## config.mk

```make
export PLATFORM = sky130hd
export DESIGN_NAME = fsp_sequencer
export DESIGN_NICKNAME = d
export VERILOG_FILES = /design/src/shared/fsp_pkg.sv /design/src/rtl/fsp_sequencer.sv
export SDC_FILE = /design/constraint.sdc
export NUM_CORES = 1
export LEC_CHECK = 0
export ABC_AREA = 1
export BUFFER_PORTS_ARGS = -buffer_cell sky130_fd_sc_hd__buf_4
export CAP_MARGIN = 25
export CORE_ASPECT_RATIO = 0.75
export CORE_MARGIN = 1.5
export CORE_UTILIZATION = 50
export CTS_CLUSTER_SIZE = 12
export DETAILED_ROUTE_END_ITERATION = 10
export PLACE_DENSITY_LB_ADDON = 0.15
export SLEW_MARGIN = 0
export SYNTH_ARGS = -nofsm -noshare
export SYNTH_HDL_FRONTEND = slang
export SYNTH_SLANG_ARGS = --single-unit
```

## constraint.sdc

```tcl
create_clock -name ref_clk -period 2.2 [get_ports ref_clk]
set_input_delay 0.44 -clock ref_clk [delete_from_list [all_inputs] [get_ports ref_clk]]
set_output_delay 0.44 -clock ref_clk [all_outputs]
set_load 0.1 [all_outputs]
```

## src/shared/fsp_pkg.sv

```systemverilog
// constants for the flash self-programming sequencer
package fsp_pkg;

  // ----------------------------------------
  // register map
  // ----------------------------------------
  localparam logic [3:0] FSP_REG_CTRL   = 4'h0;
  localparam logic [3:0] FSP_REG_STATUS = 4'h1;
  localparam logic [3:0] FSP_REG_IRQ_ST = 4'h2;
  localparam logic [3:0] FSP_REG_IRQ_MK = 4'h3;

  // ----------------------------------------
  // control fields
  // ----------------------------------------
  localparam int FSP_CTRL_READ_EN = 4;

  // ----------------------------------------
  // status / interrupt fields
  // ----------------------------------------
  localparam int FSP_ST_BUSY      = 0;
  localparam int FSP_ST_HALT      = 1;
  localparam int FSP_IRQ_DONE     = 0;
  localparam int FSP_IRQ_REFUSED  = 1;
  localparam int FSP_IRQ_W        = 2;

  // ----------------------------------------
  // reset values and timing
  // ----------------------------------------
  localparam logic [7:0] FSP_CTRL_RST = 8'h00;
  localparam logic [1:0] FSP_MASK_RST = 2'h0;
  localparam int FSP_PAGE_OP_NS      = 4000;
  localparam int FSP_CLK_NS          = 8;
  localparam int FSP_PAGE_OP_CYC     = FSP_PAGE_OP_NS / FSP_CLK_NS;

  // ----------------------------------------
  // operation codes from the core
  // ----------------------------------------
  localparam logic [1:0] FSP_OP_LOAD  = 2'h0;
  localparam logic [1:0] FSP_OP_ERASE = 2'h1;
  localparam logic [1:0] FSP_OP_WRITE = 2'h2;

  typedef enum logic [2:0] {
    FSP_IDLE = 3'h1,
    FSP_RWW  = 3'h2,
    FSP_NO_READ_WHILE_WRITE_SECTION = 3'h4
  } fsp_state_e;

endpackage : fsp_pkg

```

## src/rtl/fsp_sequencer.sv

```systemverilog
// flash self-programming sequencer with rww/no_read_while_write_section split and boot locks
//
// Added by the designer: the address map and the address-and-strobe port.
`timescale 1ns/1ps

// Operation
// [RULE_01] program requests only act when executed from the boot-loader section
// [RULE_02] boot-loader requests may target any page, boot section included
// [RULE_03] fuse-sized boundary splits application and boot-loader sections
// [RULE_04] application protection follows lock pair zero
// [RULE_05] boot-loader protection follows lock pair one
// [RULE_06] fixed rww/no_read_while_write_section split; no_read_while_write_section always holds the boot section
// [RULE_07] rww page operation keeps the cpu running, no_read_while_write_section readable
// [RULE_08] no_read_while_write_section page operation halts the cpu throughout; nothing readable
// [RULE_09] software never touches the rww section while it is programmed
// [RULE_10] busy flag reads one while the rww section is blocked
// [RULE_11] software clears the busy flag before running rww code
// [RULE_12] busy flag sets when an rww erase or write starts
// [RULE_13] busy clears on read-enable write after completion, or page load
// [RULE_14] application lock pair decodes write and read blocking
module fsp_sequencer
  import fsp_pkg::*;
#(
  parameter int ADDR_W    = 12,
  parameter int NO_READ_WHILE_WRITE_SECTION_BASE = 12'hc00,
  parameter int OP_CYCLES = FSP_PAGE_OP_CYC
) (
  // clock and reset
  input  wire logic              ref_clk,
  input  wire logic              reset,
  // fuses and lock bits
  input  wire logic [1:0]        boot_size_fuses,
  input  wire logic              app_lock_bit_hi,
  input  wire logic              app_lock_bit_lo,
  input  wire logic              boot_lock_bit_hi,
  input  wire logic              boot_lock_bit_lo,
  // core program requests
  input  wire logic              prog_req,
  input  wire logic [1:0]        prog_op,
  input  wire logic [ADDR_W-1:0] prog_addr,
  input  wire logic [ADDR_W-1:0] exec_pc,
  // core load-program reads
  input  wire logic              load_req,
  input  wire logic [ADDR_W-1:0] load_addr,
  output logic                   load_allow,
  // flash array
  output logic                   flash_start,
  output logic [1:0]             flash_op,
  output logic [ADDR_W-1:0]      flash_addr,
  output logic                   cpu_halt,
  output logic                   rww_read_ok,
  // register port
  input  wire logic [3:0]        reg_addr,
  input  wire logic [7:0]        reg_wdata,
  input  wire logic              reg_wr,
  input  wire logic              reg_rd,
  output logic [7:0]             reg_rdata,
  output logic                   irq
);

  // ----------------------------------------
  // section decode
  // ----------------------------------------
  logic [ADDR_W-1:0] boot_base;
  logic pc_in_boot, tgt_in_boot, tgt_in_no_read_while_write_section, ld_in_boot;
  logic app_wr_blk, app_rd_blk, boot_wr_blk, boot_rd_blk;
  logic is_prog, accept, refuse;
  // declared here because the accept term reads the state
  fsp_state_e state_q, state_d;

  // [RULE_03] boot boundary from fuses
  always_comb begin
    case (boot_size_fuses)
      2'h0:    boot_base = ADDR_W'(NO_READ_WHILE_WRITE_SECTION_BASE);
      2'h1:    boot_base = ADDR_W'(NO_READ_WHILE_WRITE_SECTION_BASE + (1 << (ADDR_W - 3)));
      2'h2:    boot_base = ADDR_W'(NO_READ_WHILE_WRITE_SECTION_BASE + (3 << (ADDR_W - 4)));
      default: boot_base = ADDR_W'({ADDR_W{1'b1}} - (1 << (ADDR_W - 5)) + 1);
    endcase
  end

  assign pc_in_boot  = exec_pc >= boot_base;
  assign tgt_in_boot = prog_addr >= boot_base;
  assign ld_in_boot  = load_addr >= boot_base;
  // [RULE_06] fixed no_read_while_write_section boundary, boot always above it
  assign tgt_in_no_read_while_write_section = prog_addr >= ADDR_W'(NO_READ_WHILE_WRITE_SECTION_BASE);

  // [RULE_04] application pair, 0 means programmed
  // [RULE_14] lo blocks writes, hi blocks boot-side reads
  assign app_wr_blk  = ~app_lock_bit_lo;
  assign app_rd_blk  = ~app_lock_bit_hi;
  // [RULE_05] boot pair, same layout
  assign boot_wr_blk = ~boot_lock_bit_lo;
  assign boot_rd_blk = ~boot_lock_bit_hi;

  assign is_prog = prog_req && (prog_op != FSP_OP_LOAD);
  // [RULE_01] only from boot; [RULE_02] any target subject to locks
  assign accept  = is_prog && pc_in_boot && (state_q == FSP_IDLE)
                   && !(tgt_in_boot ? boot_wr_blk : app_wr_blk);
  assign refuse  = is_prog && !accept;

  // ----------------------------------------
  // sequencer state
  // ----------------------------------------
  logic [31:0] cnt_q, cnt_d;
  logic busy_q, busy_d, done;

  always_comb begin
    state_d = state_q;
    cnt_d   = cnt_q;
    done    = 1'b0;
    case (state_q)
      FSP_IDLE: begin
        if (accept) begin
          // [RULE_07] [RULE_08] choose run or halt by target
          state_d = tgt_in_no_read_while_write_section ? FSP_NO_READ_WHILE_WRITE_SECTION : FSP_RWW;
          cnt_d   = 32'(OP_CYCLES - 1);
        end
      end
      FSP_RWW, FSP_NO_READ_WHILE_WRITE_SECTION: begin
        if (cnt_q == 32'h0) begin
          state_d = FSP_IDLE;
          done    = 1'b1;
        end else begin
          cnt_d = cnt_q - 32'h1;
        end
      end
      default: state_d = FSP_IDLE;
    endcase
  end

  // ----------------------------------------
  // busy flag
  // ----------------------------------------
  logic ctl_wr, rd_en_wr, ld_start;
  assign ctl_wr   = reg_wr && (reg_addr == FSP_REG_CTRL);
  assign rd_en_wr = ctl_wr && reg_wdata[FSP_CTRL_READ_EN];
  assign ld_start = prog_req && (prog_op == FSP_OP_LOAD) && pc_in_boot;

  always_comb begin
    busy_d = busy_q;
    // [RULE_13] clear after completion by read-enable, or by page load
    if ((rd_en_wr && state_q == FSP_IDLE) || ld_start)
      busy_d = 1'b0;
    // [RULE_12] set on rww erase/write start; set wins
    if (accept && !tgt_in_no_read_while_write_section)
      busy_d = 1'b1;
  end

  // ----------------------------------------
  // interrupt status and mask
  // ----------------------------------------
  logic [FSP_IRQ_W-1:0] ist_q, ist_d, imk_q, imk_d, ev;
  assign ev = {refuse, done};

  always_comb begin
    ist_d = ist_q;
    imk_d = imk_q;
    if (reg_wr && reg_addr == FSP_REG_IRQ_ST)
      ist_d = ist_q & ~reg_wdata[FSP_IRQ_W-1:0];
    // set beats clear in the same cycle
    ist_d = ist_d | ev;
    if (reg_wr && reg_addr == FSP_REG_IRQ_MK)
      imk_d = reg_wdata[FSP_IRQ_W-1:0];
  end

  // ----------------------------------------
  // read data
  // ----------------------------------------
  logic [7:0] rdata_d;
  always_comb begin
    rdata_d = 8'h00;
    if (reg_rd) begin
      case (reg_addr)
        // [RULE_10] busy reads one while rww blocked
        FSP_REG_CTRL:   rdata_d = {1'b0, busy_q, 6'h00};
        FSP_REG_STATUS: rdata_d = {6'h00, cpu_halt, busy_q};
        FSP_REG_IRQ_ST: rdata_d = {6'h00, ist_q};
        FSP_REG_IRQ_MK: rdata_d = {6'h00, imk_q};
        default:        rdata_d = 8'h00;
      endcase
    end
  end

  logic              fs_d;
  logic [1:0]        fop_d;
  logic [ADDR_W-1:0] fad_d;
  assign fs_d  = accept;
  assign fop_d = accept ? prog_op : flash_op;
  assign fad_d = accept ? prog_addr : flash_addr;

  // sequencer registers
  always_ff @(posedge ref_clk) begin
    if (reset) begin
      state_q <= FSP_IDLE;
      cnt_q   <= 32'h0;
    end else begin
      state_q <= state_d;
      cnt_q   <= cnt_d;
    end
  end

  // busy flag register
  always_ff @(posedge ref_clk) begin
    if (reset) begin
      busy_q <= 1'b0;
    end else begin
      busy_q <= busy_d;
    end
  end

  // interrupt registers
  always_ff @(posedge ref_clk) begin
    if (reset) begin
      ist_q <= 2'h0;
      imk_q <= FSP_MASK_RST;
    end else begin
      ist_q <= ist_d;
      imk_q <= imk_d;
    end
  end

  // registered outputs; read data is zero outside its cycle
  always_ff @(posedge ref_clk) begin
    if (reset) begin
      reg_rdata   <= 8'h00;
      flash_start <= 1'b0;
      flash_op    <= 2'h0;
      flash_addr  <= '0;
    end else begin
      reg_rdata   <= rdata_d;
      flash_start <= fs_d;
      flash_op    <= fop_d;
      flash_addr  <= fad_d;
    end
  end

  // ----------------------------------------
  // core-facing outputs
  // ----------------------------------------
  // [RULE_08] halt for the whole no_read_while_write_section operation
  assign cpu_halt    = (state_q == FSP_NO_READ_WHILE_WRITE_SECTION);
  // [RULE_07] rww code unreadable while busy; software must respect it
  assign rww_read_ok = !busy_q && !cpu_halt;
  // [RULE_14] boot-side load of app blocked by hi; app-side load of boot too
  assign load_allow  = load_req && !cpu_halt
                       && !(ld_in_boot ? (!pc_in_boot && boot_rd_blk)
                                       : (pc_in_boot && app_rd_blk))
                       && (ld_in_boot || load_addr >= ADDR_W'(NO_READ_WHILE_WRITE_SECTION_BASE) || !busy_q);
  assign irq         = |(ist_q & imk_q);

  // ----------------------------------------
  // op length watch
  // ----------------------------------------
  // counts cycles of the running op so checks need no long repetition
  logic [31:0] run_q, run_d;
  always_comb begin
    run_d = (state_q == FSP_IDLE) ? 32'h0 : run_q + 32'h1;
  end
  always_ff @(posedge ref_clk) begin
    if (reset) begin
      run_q <= 32'h0;
    end else begin
      run_q <= run_d;
    end
  end

  // ----------------------------------------
  // checks
  // ----------------------------------------
  chk_app_refuse: assert property (@(posedge ref_clk) disable iff (reset) // [RULE_01]
    (is_prog && !pc_in_boot) |=> !flash_start)
    else $error("program request from application section was started");

  chk_busy_set: assert property (@(posedge ref_clk) disable iff (reset) // [RULE_12]
    (accept && !tgt_in_no_read_while_write_section) |=> busy_q && state_q == FSP_RWW)
    else $error("busy flag not set on rww operation");

  chk_halt_span: assert property (@(posedge ref_clk) disable iff (reset) // [RULE_08]
    (accept && tgt_in_no_read_while_write_section) |=> cpu_halt [*8])
    else $error("cpu not halted through no_read_while_write_section operation");

  chk_rww_run: assert property (@(posedge ref_clk) disable iff (reset) // [RULE_07]
    (state_q == FSP_RWW) |-> !cpu_halt)
    else $error("cpu halted during rww operation");

  chk_busy_read: assert property (@(posedge ref_clk) disable iff (reset) // [RULE_10]
    (reg_rd && reg_addr == FSP_REG_CTRL) |=> reg_rdata[6] == $past(busy_q))
    else $error("busy flag read back wrong");

  chk_busy_clear: assert property (@(posedge ref_clk) disable iff (reset) // [RULE_13]
    (ld_start && !accept) |=> !busy_q)
    else $error("page load did not clear busy");

  chk_app_lock: assert property (@(posedge ref_clk) disable iff (reset) // [RULE_14]
    (is_prog && !tgt_in_boot && !app_lock_bit_lo) |-> !accept)
    else $error("locked application section accepted a write");

  chk_boot_lock: assert property (@(posedge ref_clk) disable iff (reset) // [RULE_05]
    (is_prog && tgt_in_boot && !boot_lock_bit_lo) |-> !accept)
    else $error("locked boot section accepted a write");

  chk_start_pulse: assert property (@(posedge ref_clk) disable iff (reset) // [RULE_01]
    accept |=> flash_start && flash_addr == $past(prog_addr))
    else $error("accepted request did not start the flash");

  chk_start_only: assert property (@(posedge ref_clk) disable iff (reset) // [RULE_01]
    !accept |=> !flash_start)
    else $error("flash started without an accepted request");

  chk_boot_self: assert property (@(posedge ref_clk) disable iff (reset) // [RULE_02]
    (is_prog && pc_in_boot && tgt_in_boot && boot_lock_bit_lo && state_q == FSP_IDLE)
    |-> accept)
    else $error("unlocked boot section refused its own write");

  chk_boot_above: assert property (@(posedge ref_clk) disable iff (reset) // [RULE_06]
    boot_base >= ADDR_W'(NO_READ_WHILE_WRITE_SECTION_BASE))
    else $error("boot section reaches below the no_read_while_write_section boundary");

  chk_pc_boot: assert property (@(posedge ref_clk) disable iff (reset) // [RULE_03]
    (exec_pc < ADDR_W'(NO_READ_WHILE_WRITE_SECTION_BASE)) |-> !pc_in_boot)
    else $error("low address taken as boot section");

  chk_op_bound: assert property (@(posedge ref_clk) disable iff (reset) // [RULE_08]
    (state_q != FSP_IDLE) |-> run_q < 32'(OP_CYCLES))
    else $error("page operation ran too long");

  chk_halt_full: assert property (@(posedge ref_clk) disable iff (reset) // [RULE_08]
    (state_q == FSP_NO_READ_WHILE_WRITE_SECTION && run_q < 32'(OP_CYCLES - 1)) |=> cpu_halt)
    else $error("cpu released before no_read_while_write_section operation ended");

  chk_op_end: assert property (@(posedge ref_clk) disable iff (reset) // [RULE_08]
    (state_q == FSP_NO_READ_WHILE_WRITE_SECTION && run_q == 32'(OP_CYCLES - 1)) |=> !cpu_halt)
    else $error("cpu still halted after no_read_while_write_section operation");

  chk_busy_blocks: assert property (@(posedge ref_clk) disable iff (reset) // [RULE_10]
    (busy_q || (load_req && load_addr < ADDR_W'(NO_READ_WHILE_WRITE_SECTION_BASE) && busy_q))
    |-> !rww_read_ok && !(load_req && load_addr < ADDR_W'(NO_READ_WHILE_WRITE_SECTION_BASE) && load_allow))
    else $error("rww section readable while busy");

  chk_no_read_while_write_section_load: assert property (@(posedge ref_clk) disable iff (reset) // [RULE_07]
    (state_q == FSP_RWW && load_req && ld_in_boot && pc_in_boot) |-> load_allow)
    else $error("no_read_while_write_section read refused during rww operation");

  chk_busy_hold: assert property (@(posedge ref_clk) disable iff (reset) // [RULE_12]
    (busy_q && !rd_en_wr && !ld_start) |=> busy_q)
    else $error("busy flag dropped without a clear");

  chk_app_read_lock: assert property (@(posedge ref_clk) disable iff (reset) // [RULE_14]
    (load_req && pc_in_boot && !ld_in_boot && !app_lock_bit_hi) |-> !load_allow)
    else $error("locked application section was read");

endmodule : fsp_sequencer

```

==> Word-level counts from Yosys, hierarchy flattened <==
Cells that the tools add are included.
{ "classes": {"bitwise_logic": 9, "magnitude_cmp": 5, "div": 0, "n_mux": 16, "eq_ne": 11, "n_addsub": 1, "n_shift": 0, "multipliers": 0, "n_reduce_logical": 41} }
{ "ops": {"columns": ["operator", "n"], "rows": [
  ["2-to-1 mux 32 bit", 2],
  ["case mux 32 bit (2 select lines)", 1],
  [">= comparator 12 bit", 3],
  ["zero test 32 bit", 1],
  ["subtractor 32 x 1 -> 32 bit (second input constant)", 1],
  ["case mux 10 bit (3 select lines)", 1],
  ["case mux 7 bit (4 select lines)", 1],
  [">= comparator 12 bit (second input constant)", 2],
  ["logical AND 1 bit", 19],
  ["2-to-1 mux 3 bit", 3],
  ["== test 4 x 2 -> 1 bit (second input constant)", 2],
  ["zero test 1 bit", 7],
  ["2-to-1 mux 1 bit", 6],
  ["inequality test 2 bit (second input constant)", 3],
  ["case mux 3 bit (2 select lines)", 1],
  ["nonzero test 2 bit", 3],
  ["OR reduction 2 bit", 3],
  ["NOT 1 bit", 5],
  ["AND 2 bit", 2],
  ["== test 4 x 1 -> 1 bit (second input constant)", 1],
  ["zero test 2 bit", 2],
  ["zero test 4 bit", 1],
  ["== test 3 x 1 -> 1 bit (second input constant)", 1],
  ["== test 3 x 2 -> 1 bit (second input constant)", 1],
  ["other kinds (9)", 11]
]} }
{ "word_totals": {"out_inout_bits": 27, "latch_bits": 0, "regBits": 63, "rom_bits": 0, "memories": 0, "mem_bits_rw": 0, "elab_cells": 92} }

==> Logic depth before layout (Yosys ltp) <==
{ "depth": {"word_depth": 9, "mapped_depth": 16, "mapped_depth_nobuf": 15} }

==> Worst setup path after synthesis <==
OpenSTA, ideal clock, no wires.
{ "synth_path": {"path_type": "input-to-output", "start": "input port boot_size_fuses[1]", "end": "output port load_allow", "required_ns": 1.760, "setup_slack_ns": -0.820, "path_buffers": 0, "path_stages": 11, "t_arrival_ns": 2.580, "cell_sequence": "nor2_1 -> ha_1 -> nand2_1 -> nor2_1 -> nand2_1 -> nand2_1 -> inv_1 -> nand2_1 -> nand3b_1 -> nand2_1 -> nor2_1"} }
{ "synth_between": {"elab_chain_len": 9, "word_cells_on_any_way": 15, "classes_between": "order compare: 2; eq/ne: 2; mux: 2; reduce/logical: 9"} }
{ "synth_rtl": {"columns": ["element", "line_no", "text"], "rows": [
  ["from (decl)", "fsp_sequencer.sv:32", "input wire logic [1:0] boot_size_fuses,"],
  ["== test 2 bit (tied with other cells)", "fsp_sequencer.sv:73", "case (boot_size_fuses)"],
  ["case mux 10 bit (3 select lines) *", "fsp_sequencer.sv:73", null],
  [">= comparator 12 bit", "fsp_sequencer.sv:81", "assign pc_in_boot = exec_pc >= boot_base;"],
  ["zero test 1 bit", "fsp_sequencer.sv:246", "&& !(ld_in_boot ? (!pc_in_boot && boot_rd_blk)"],
  ["logical AND 1 bit", "fsp_sequencer.sv:246", null],
  ["2-to-1 mux 1 bit", "fsp_sequencer.sv:246", null],
  ["zero test 1 bit", "fsp_sequencer.sv:246", null],
  ["logical AND 1 bit", "fsp_sequencer.sv:246", null],
  ["logical AND 1 bit *", "fsp_sequencer.sv:248", "&& (ld_in_boot || load_addr >= ADDR_W'(NO_READ_WHILE_WRITE_SECTION_BASE) || !busy_q);"],
  ["to (decl)", "fsp_sequencer.sv:45", "output logic load_allow,"]
]} }
Every way passes the cells marked *; elsewhere a longest branch is shown, timed or not.

==> Final worst setup path <==
{ "layout_path": {"start": "input port boot_size_fuses[0]", "end": "output port load_allow"} }
The elaborated chain is that of the path after synthesis.

==> impl_metrics.env <==
export IMPL_yosys_area_share_simple_pct=41.2
export IMPL_root_buffer="clkbuf_8"
export IMPL_endpoint_kind="output pin"
export IMPL_cts_tree="built"
export IMPL_drive_above_1_share_pct=20.6
export IMPL_reg2reg_to="cnt_q[20]"
export IMPL_pin_count=89
export IMPL_layout_common_cells="nand2_1 (147), nor2_1 (121), buf_4 (88)"
export IMPL_violations="setup timing"
export IMPL_finalHoldViolCount=0
export IMPL_drcViolationCount=0
export IMPL_initial_core_util_pct=51.2
export IMPL_combPwrFrac_pct=57.8
export IMPL_core_area_um2=7300
export IMPL_synth_xor_area_share_pct=2.11
export IMPL_ys_types=34
export IMPL_power_switching_uw=3220
export IMPL_muxShareOfSynthArea_pct=0
export IMPL_place_inst=784
export IMPL_synth_compound_area_share_pct=11.1
export IMPL_cp_max_fo=3
export IMPL_die_h_um=77.9
export IMPL_grt_max_degree=36
export IMPL_cts_inserted_buffers=9
export IMPL_critPathLaunch="boot_size_fuses[0]"
export IMPL_cts_sinks=58
export IMPL_grt_remaining_overflow=0
export IMPL_async_reset_ff_share_pct=0
export IMPL_r2r_cells=9
export IMPL_irDropWorstVdd_mv=0.618
export IMPL_rows=27
export IMPL_cts_hold_buf=0
export IMPL_critPathArrivalTime_ns=1.82
export IMPL_final_setup_viol_count=1
export IMPL_avgSynthCellArea_um2=6.12
export IMPL_drt_total_wl_mm=10.5
export IMPL_path_class="in -> out"
export IMPL_antenna_left=0
export IMPL_startpoint_type="primary input"
export IMPL_worstPathRequired_ns=1.76
export IMPL_run_status="finished with violations"
export IMPL_antenna_cells=0
export IMPL_utilization_pct=66.6
export IMPL_hold_path_class="in -> reg"
export IMPL_ys_warn_count=0
export IMPL_rrSetupSlack_ns=0.23
export IMPL_layout_commonest_cell="nand2_1"
export IMPL_maxCapViolCount=0
export IMPL_cts_max_path_buffers=2
export IMPL_rsz0062_at_grt="yes"
export IMPL_gp_congestion=0.886
export IMPL_syn_to_final_growth_pct=29.9
export IMPL_power_frac_clock_pct=19.3
export IMPL_max_freq_mhz=443
export IMPL_yosysSeqAreaShare_pct=31.1
export IMPL_grtUsageTotal_pct=27.2
export IMPL_whs_ns=0.299
export IMPL_swShare_pct=49.6
export IMPL_drt_iter0_drc=268
export IMPL_fin_crit_ns=2.26
export IMPL_synth_top_family_by_area="simple AND/OR/NAND/NOR gates"
export IMPL_synth_seq_cells=58
export IMPL_hpwl_mm=7.55
export IMPL_antenna_found_initial=0
export IMPL_firstDrtPassIters=5
export IMPL_die_x_um=103
export IMPL_first_global_vias=3727
export IMPL_dr_total_vias=4156
export IMPL_p_leak_uw=0.00238
export IMPL_timing_final_crit_share_pct=103
export IMPL_synth_edf_count=0
export IMPL_drv_slew=0
export IMPL_avgRoutedWirePerCell_um=13.1
export IMPL_powerDensity_nw_per_um2=1340
export IMPL_skew_ns=0.00991
export IMPL_ys_flop_type="dfxtp_1"
export IMPL_die_area_um2=8010
export IMPL_synthAdderAreaFrac_pct=3.68
export IMPL_vias_per_cell=5.19
export IMPL_timing_rr_start="cnt_q[10]"
export IMPL_synthCells=611
export IMPL_htree_levels=3
export IMPL_p_seq_share_pct=22.9
export IMPL_crit_path_end="load_allow"
export IMPL_timing_final_ws_setup_ns=-0.0593
export IMPL_clk_pin_slew_ns=0.08
export IMPL_clk_latency_ns=0.35
export IMPL_internal_power_uw=3270
export IMPL_stdcell_count=801
export IMPL_hold_start="prog_addr[11]"
export IMPL_nets=768
export IMPL_syn_area_um2=3740
export IMPL_place_port_buffers=78
export IMPL_grt_pass1_wl_mm=17.0
-- power by group through the flow --
stage / Combinational (uW) / Sequential, uW / Clock, uW
after detailed placement: 3620 / 1500 / 0
after floorplan: 2830 / 1500 / 0
after global placement: 3530 / 1490 / 0
final: 3750 / 1480 / 1250
after CTS: 3650 / 1480 / 1270
after global routing: 4230 / 1520 / 1320
-- layer usage --
layer  vias to the layer above  global-route usage (%)  share of wire, %
met5                         -                       0                 0
met4                         0                    9.19               2.2
met3                        22                    5.41               6.1
met2                       131                    42.0                44
met1                      1894                    37.8                47
li1                       2109                       -                 -
-- synthesized netlist by cell type (3+ instances only) --
library cell	count	area, um2
xor2_1	9	78.8
clkbuf_1	7	26.3
inv_1	67	251
o21ai_0	21	105
ha_1	11	138
buf_2	6	30.0
nand4_1	7	43.8
nand2_1	149	559
buf_4	10	75.1
nor2_1	126	473
a21oi_1	48	240
nand2_4	3	33.8
nand3b_1	4	30.0
dfxtp_1	58	1160
nor3_1	11	55.1
nand3_1	51	255
-- state kept, by name (all words and copies together), names as in the netlist --
signal / cells
busy_q: 1
flash_addr: 12
ist_q: 2
cnt_q: 32
reg_rdata: 3
flash_op: 2
state_q: 3
imk_q: 2
flash_start: 1
-- kinds of logic after synthesis --
kind of cell | after synthesis
simple gates | 362
buf+inv | 93
fa+ha+maj | 11
flops | 58
compound gates | 77
other cells | 1
xor+xnor | 9
-- worst min-delay path by stage --
stage / end / cells after the start
after floorplan: imk_q[0] / 2
after global placement: flash_addr[10] / 2
after detailed placement: flash_addr[10] / 2
after CTS: flash_addr[11] / 3
after global routing: flash_addr[11] / 3
final: flash_addr[11] / 3
-- worst max-delay path: stages --
cell and delay [ns]:
buf_8 0.10, nor2_4 0.17, ha_4 0.23, a21oi_2 0.14, o22ai_1 0.10, a31oi_2 0.20, nor3_2 0.08, nor2_2 0.16
buf_12 0.19
-- area by class of cell --
class,instances,area [um2]
clock buffer,9,124
clock inverter,7,125
fill,684,2440
inverter,69,259
multi-input combinational,464,2310
sequential,58,1160
tap,101,126
timing repair buffer,93,747
-- stage by stage --
stage / setup TNS [ns] / area (um2) / power, uW / setup slack, ns
finish: -0.0593 / 4860 / 6490 / -0.0593
CTS: -0.0377 / 4770 / 6400 / -0.0377
global route: -0.147 / 4860 / 7070 / -0.147
global placement: -1.66 / 4470 / 5030 / -0.177
floorplan: -0.366 / 3770 / 4330 / -0.366
detailed placement: -3.30 / 4470 / 5120 / -0.219
-- what timing repair did --
| action | in CTS | in global routing |
|---|---|---|
| buffers inserted | 1 | 0 |
| endpoints found under the setup margin | 1 | 13 |
| resized for setup | 10 | 17 |
| pin swaps | 4 | 9 |
No activity file was read; power rests on OpenSTA's default activity.
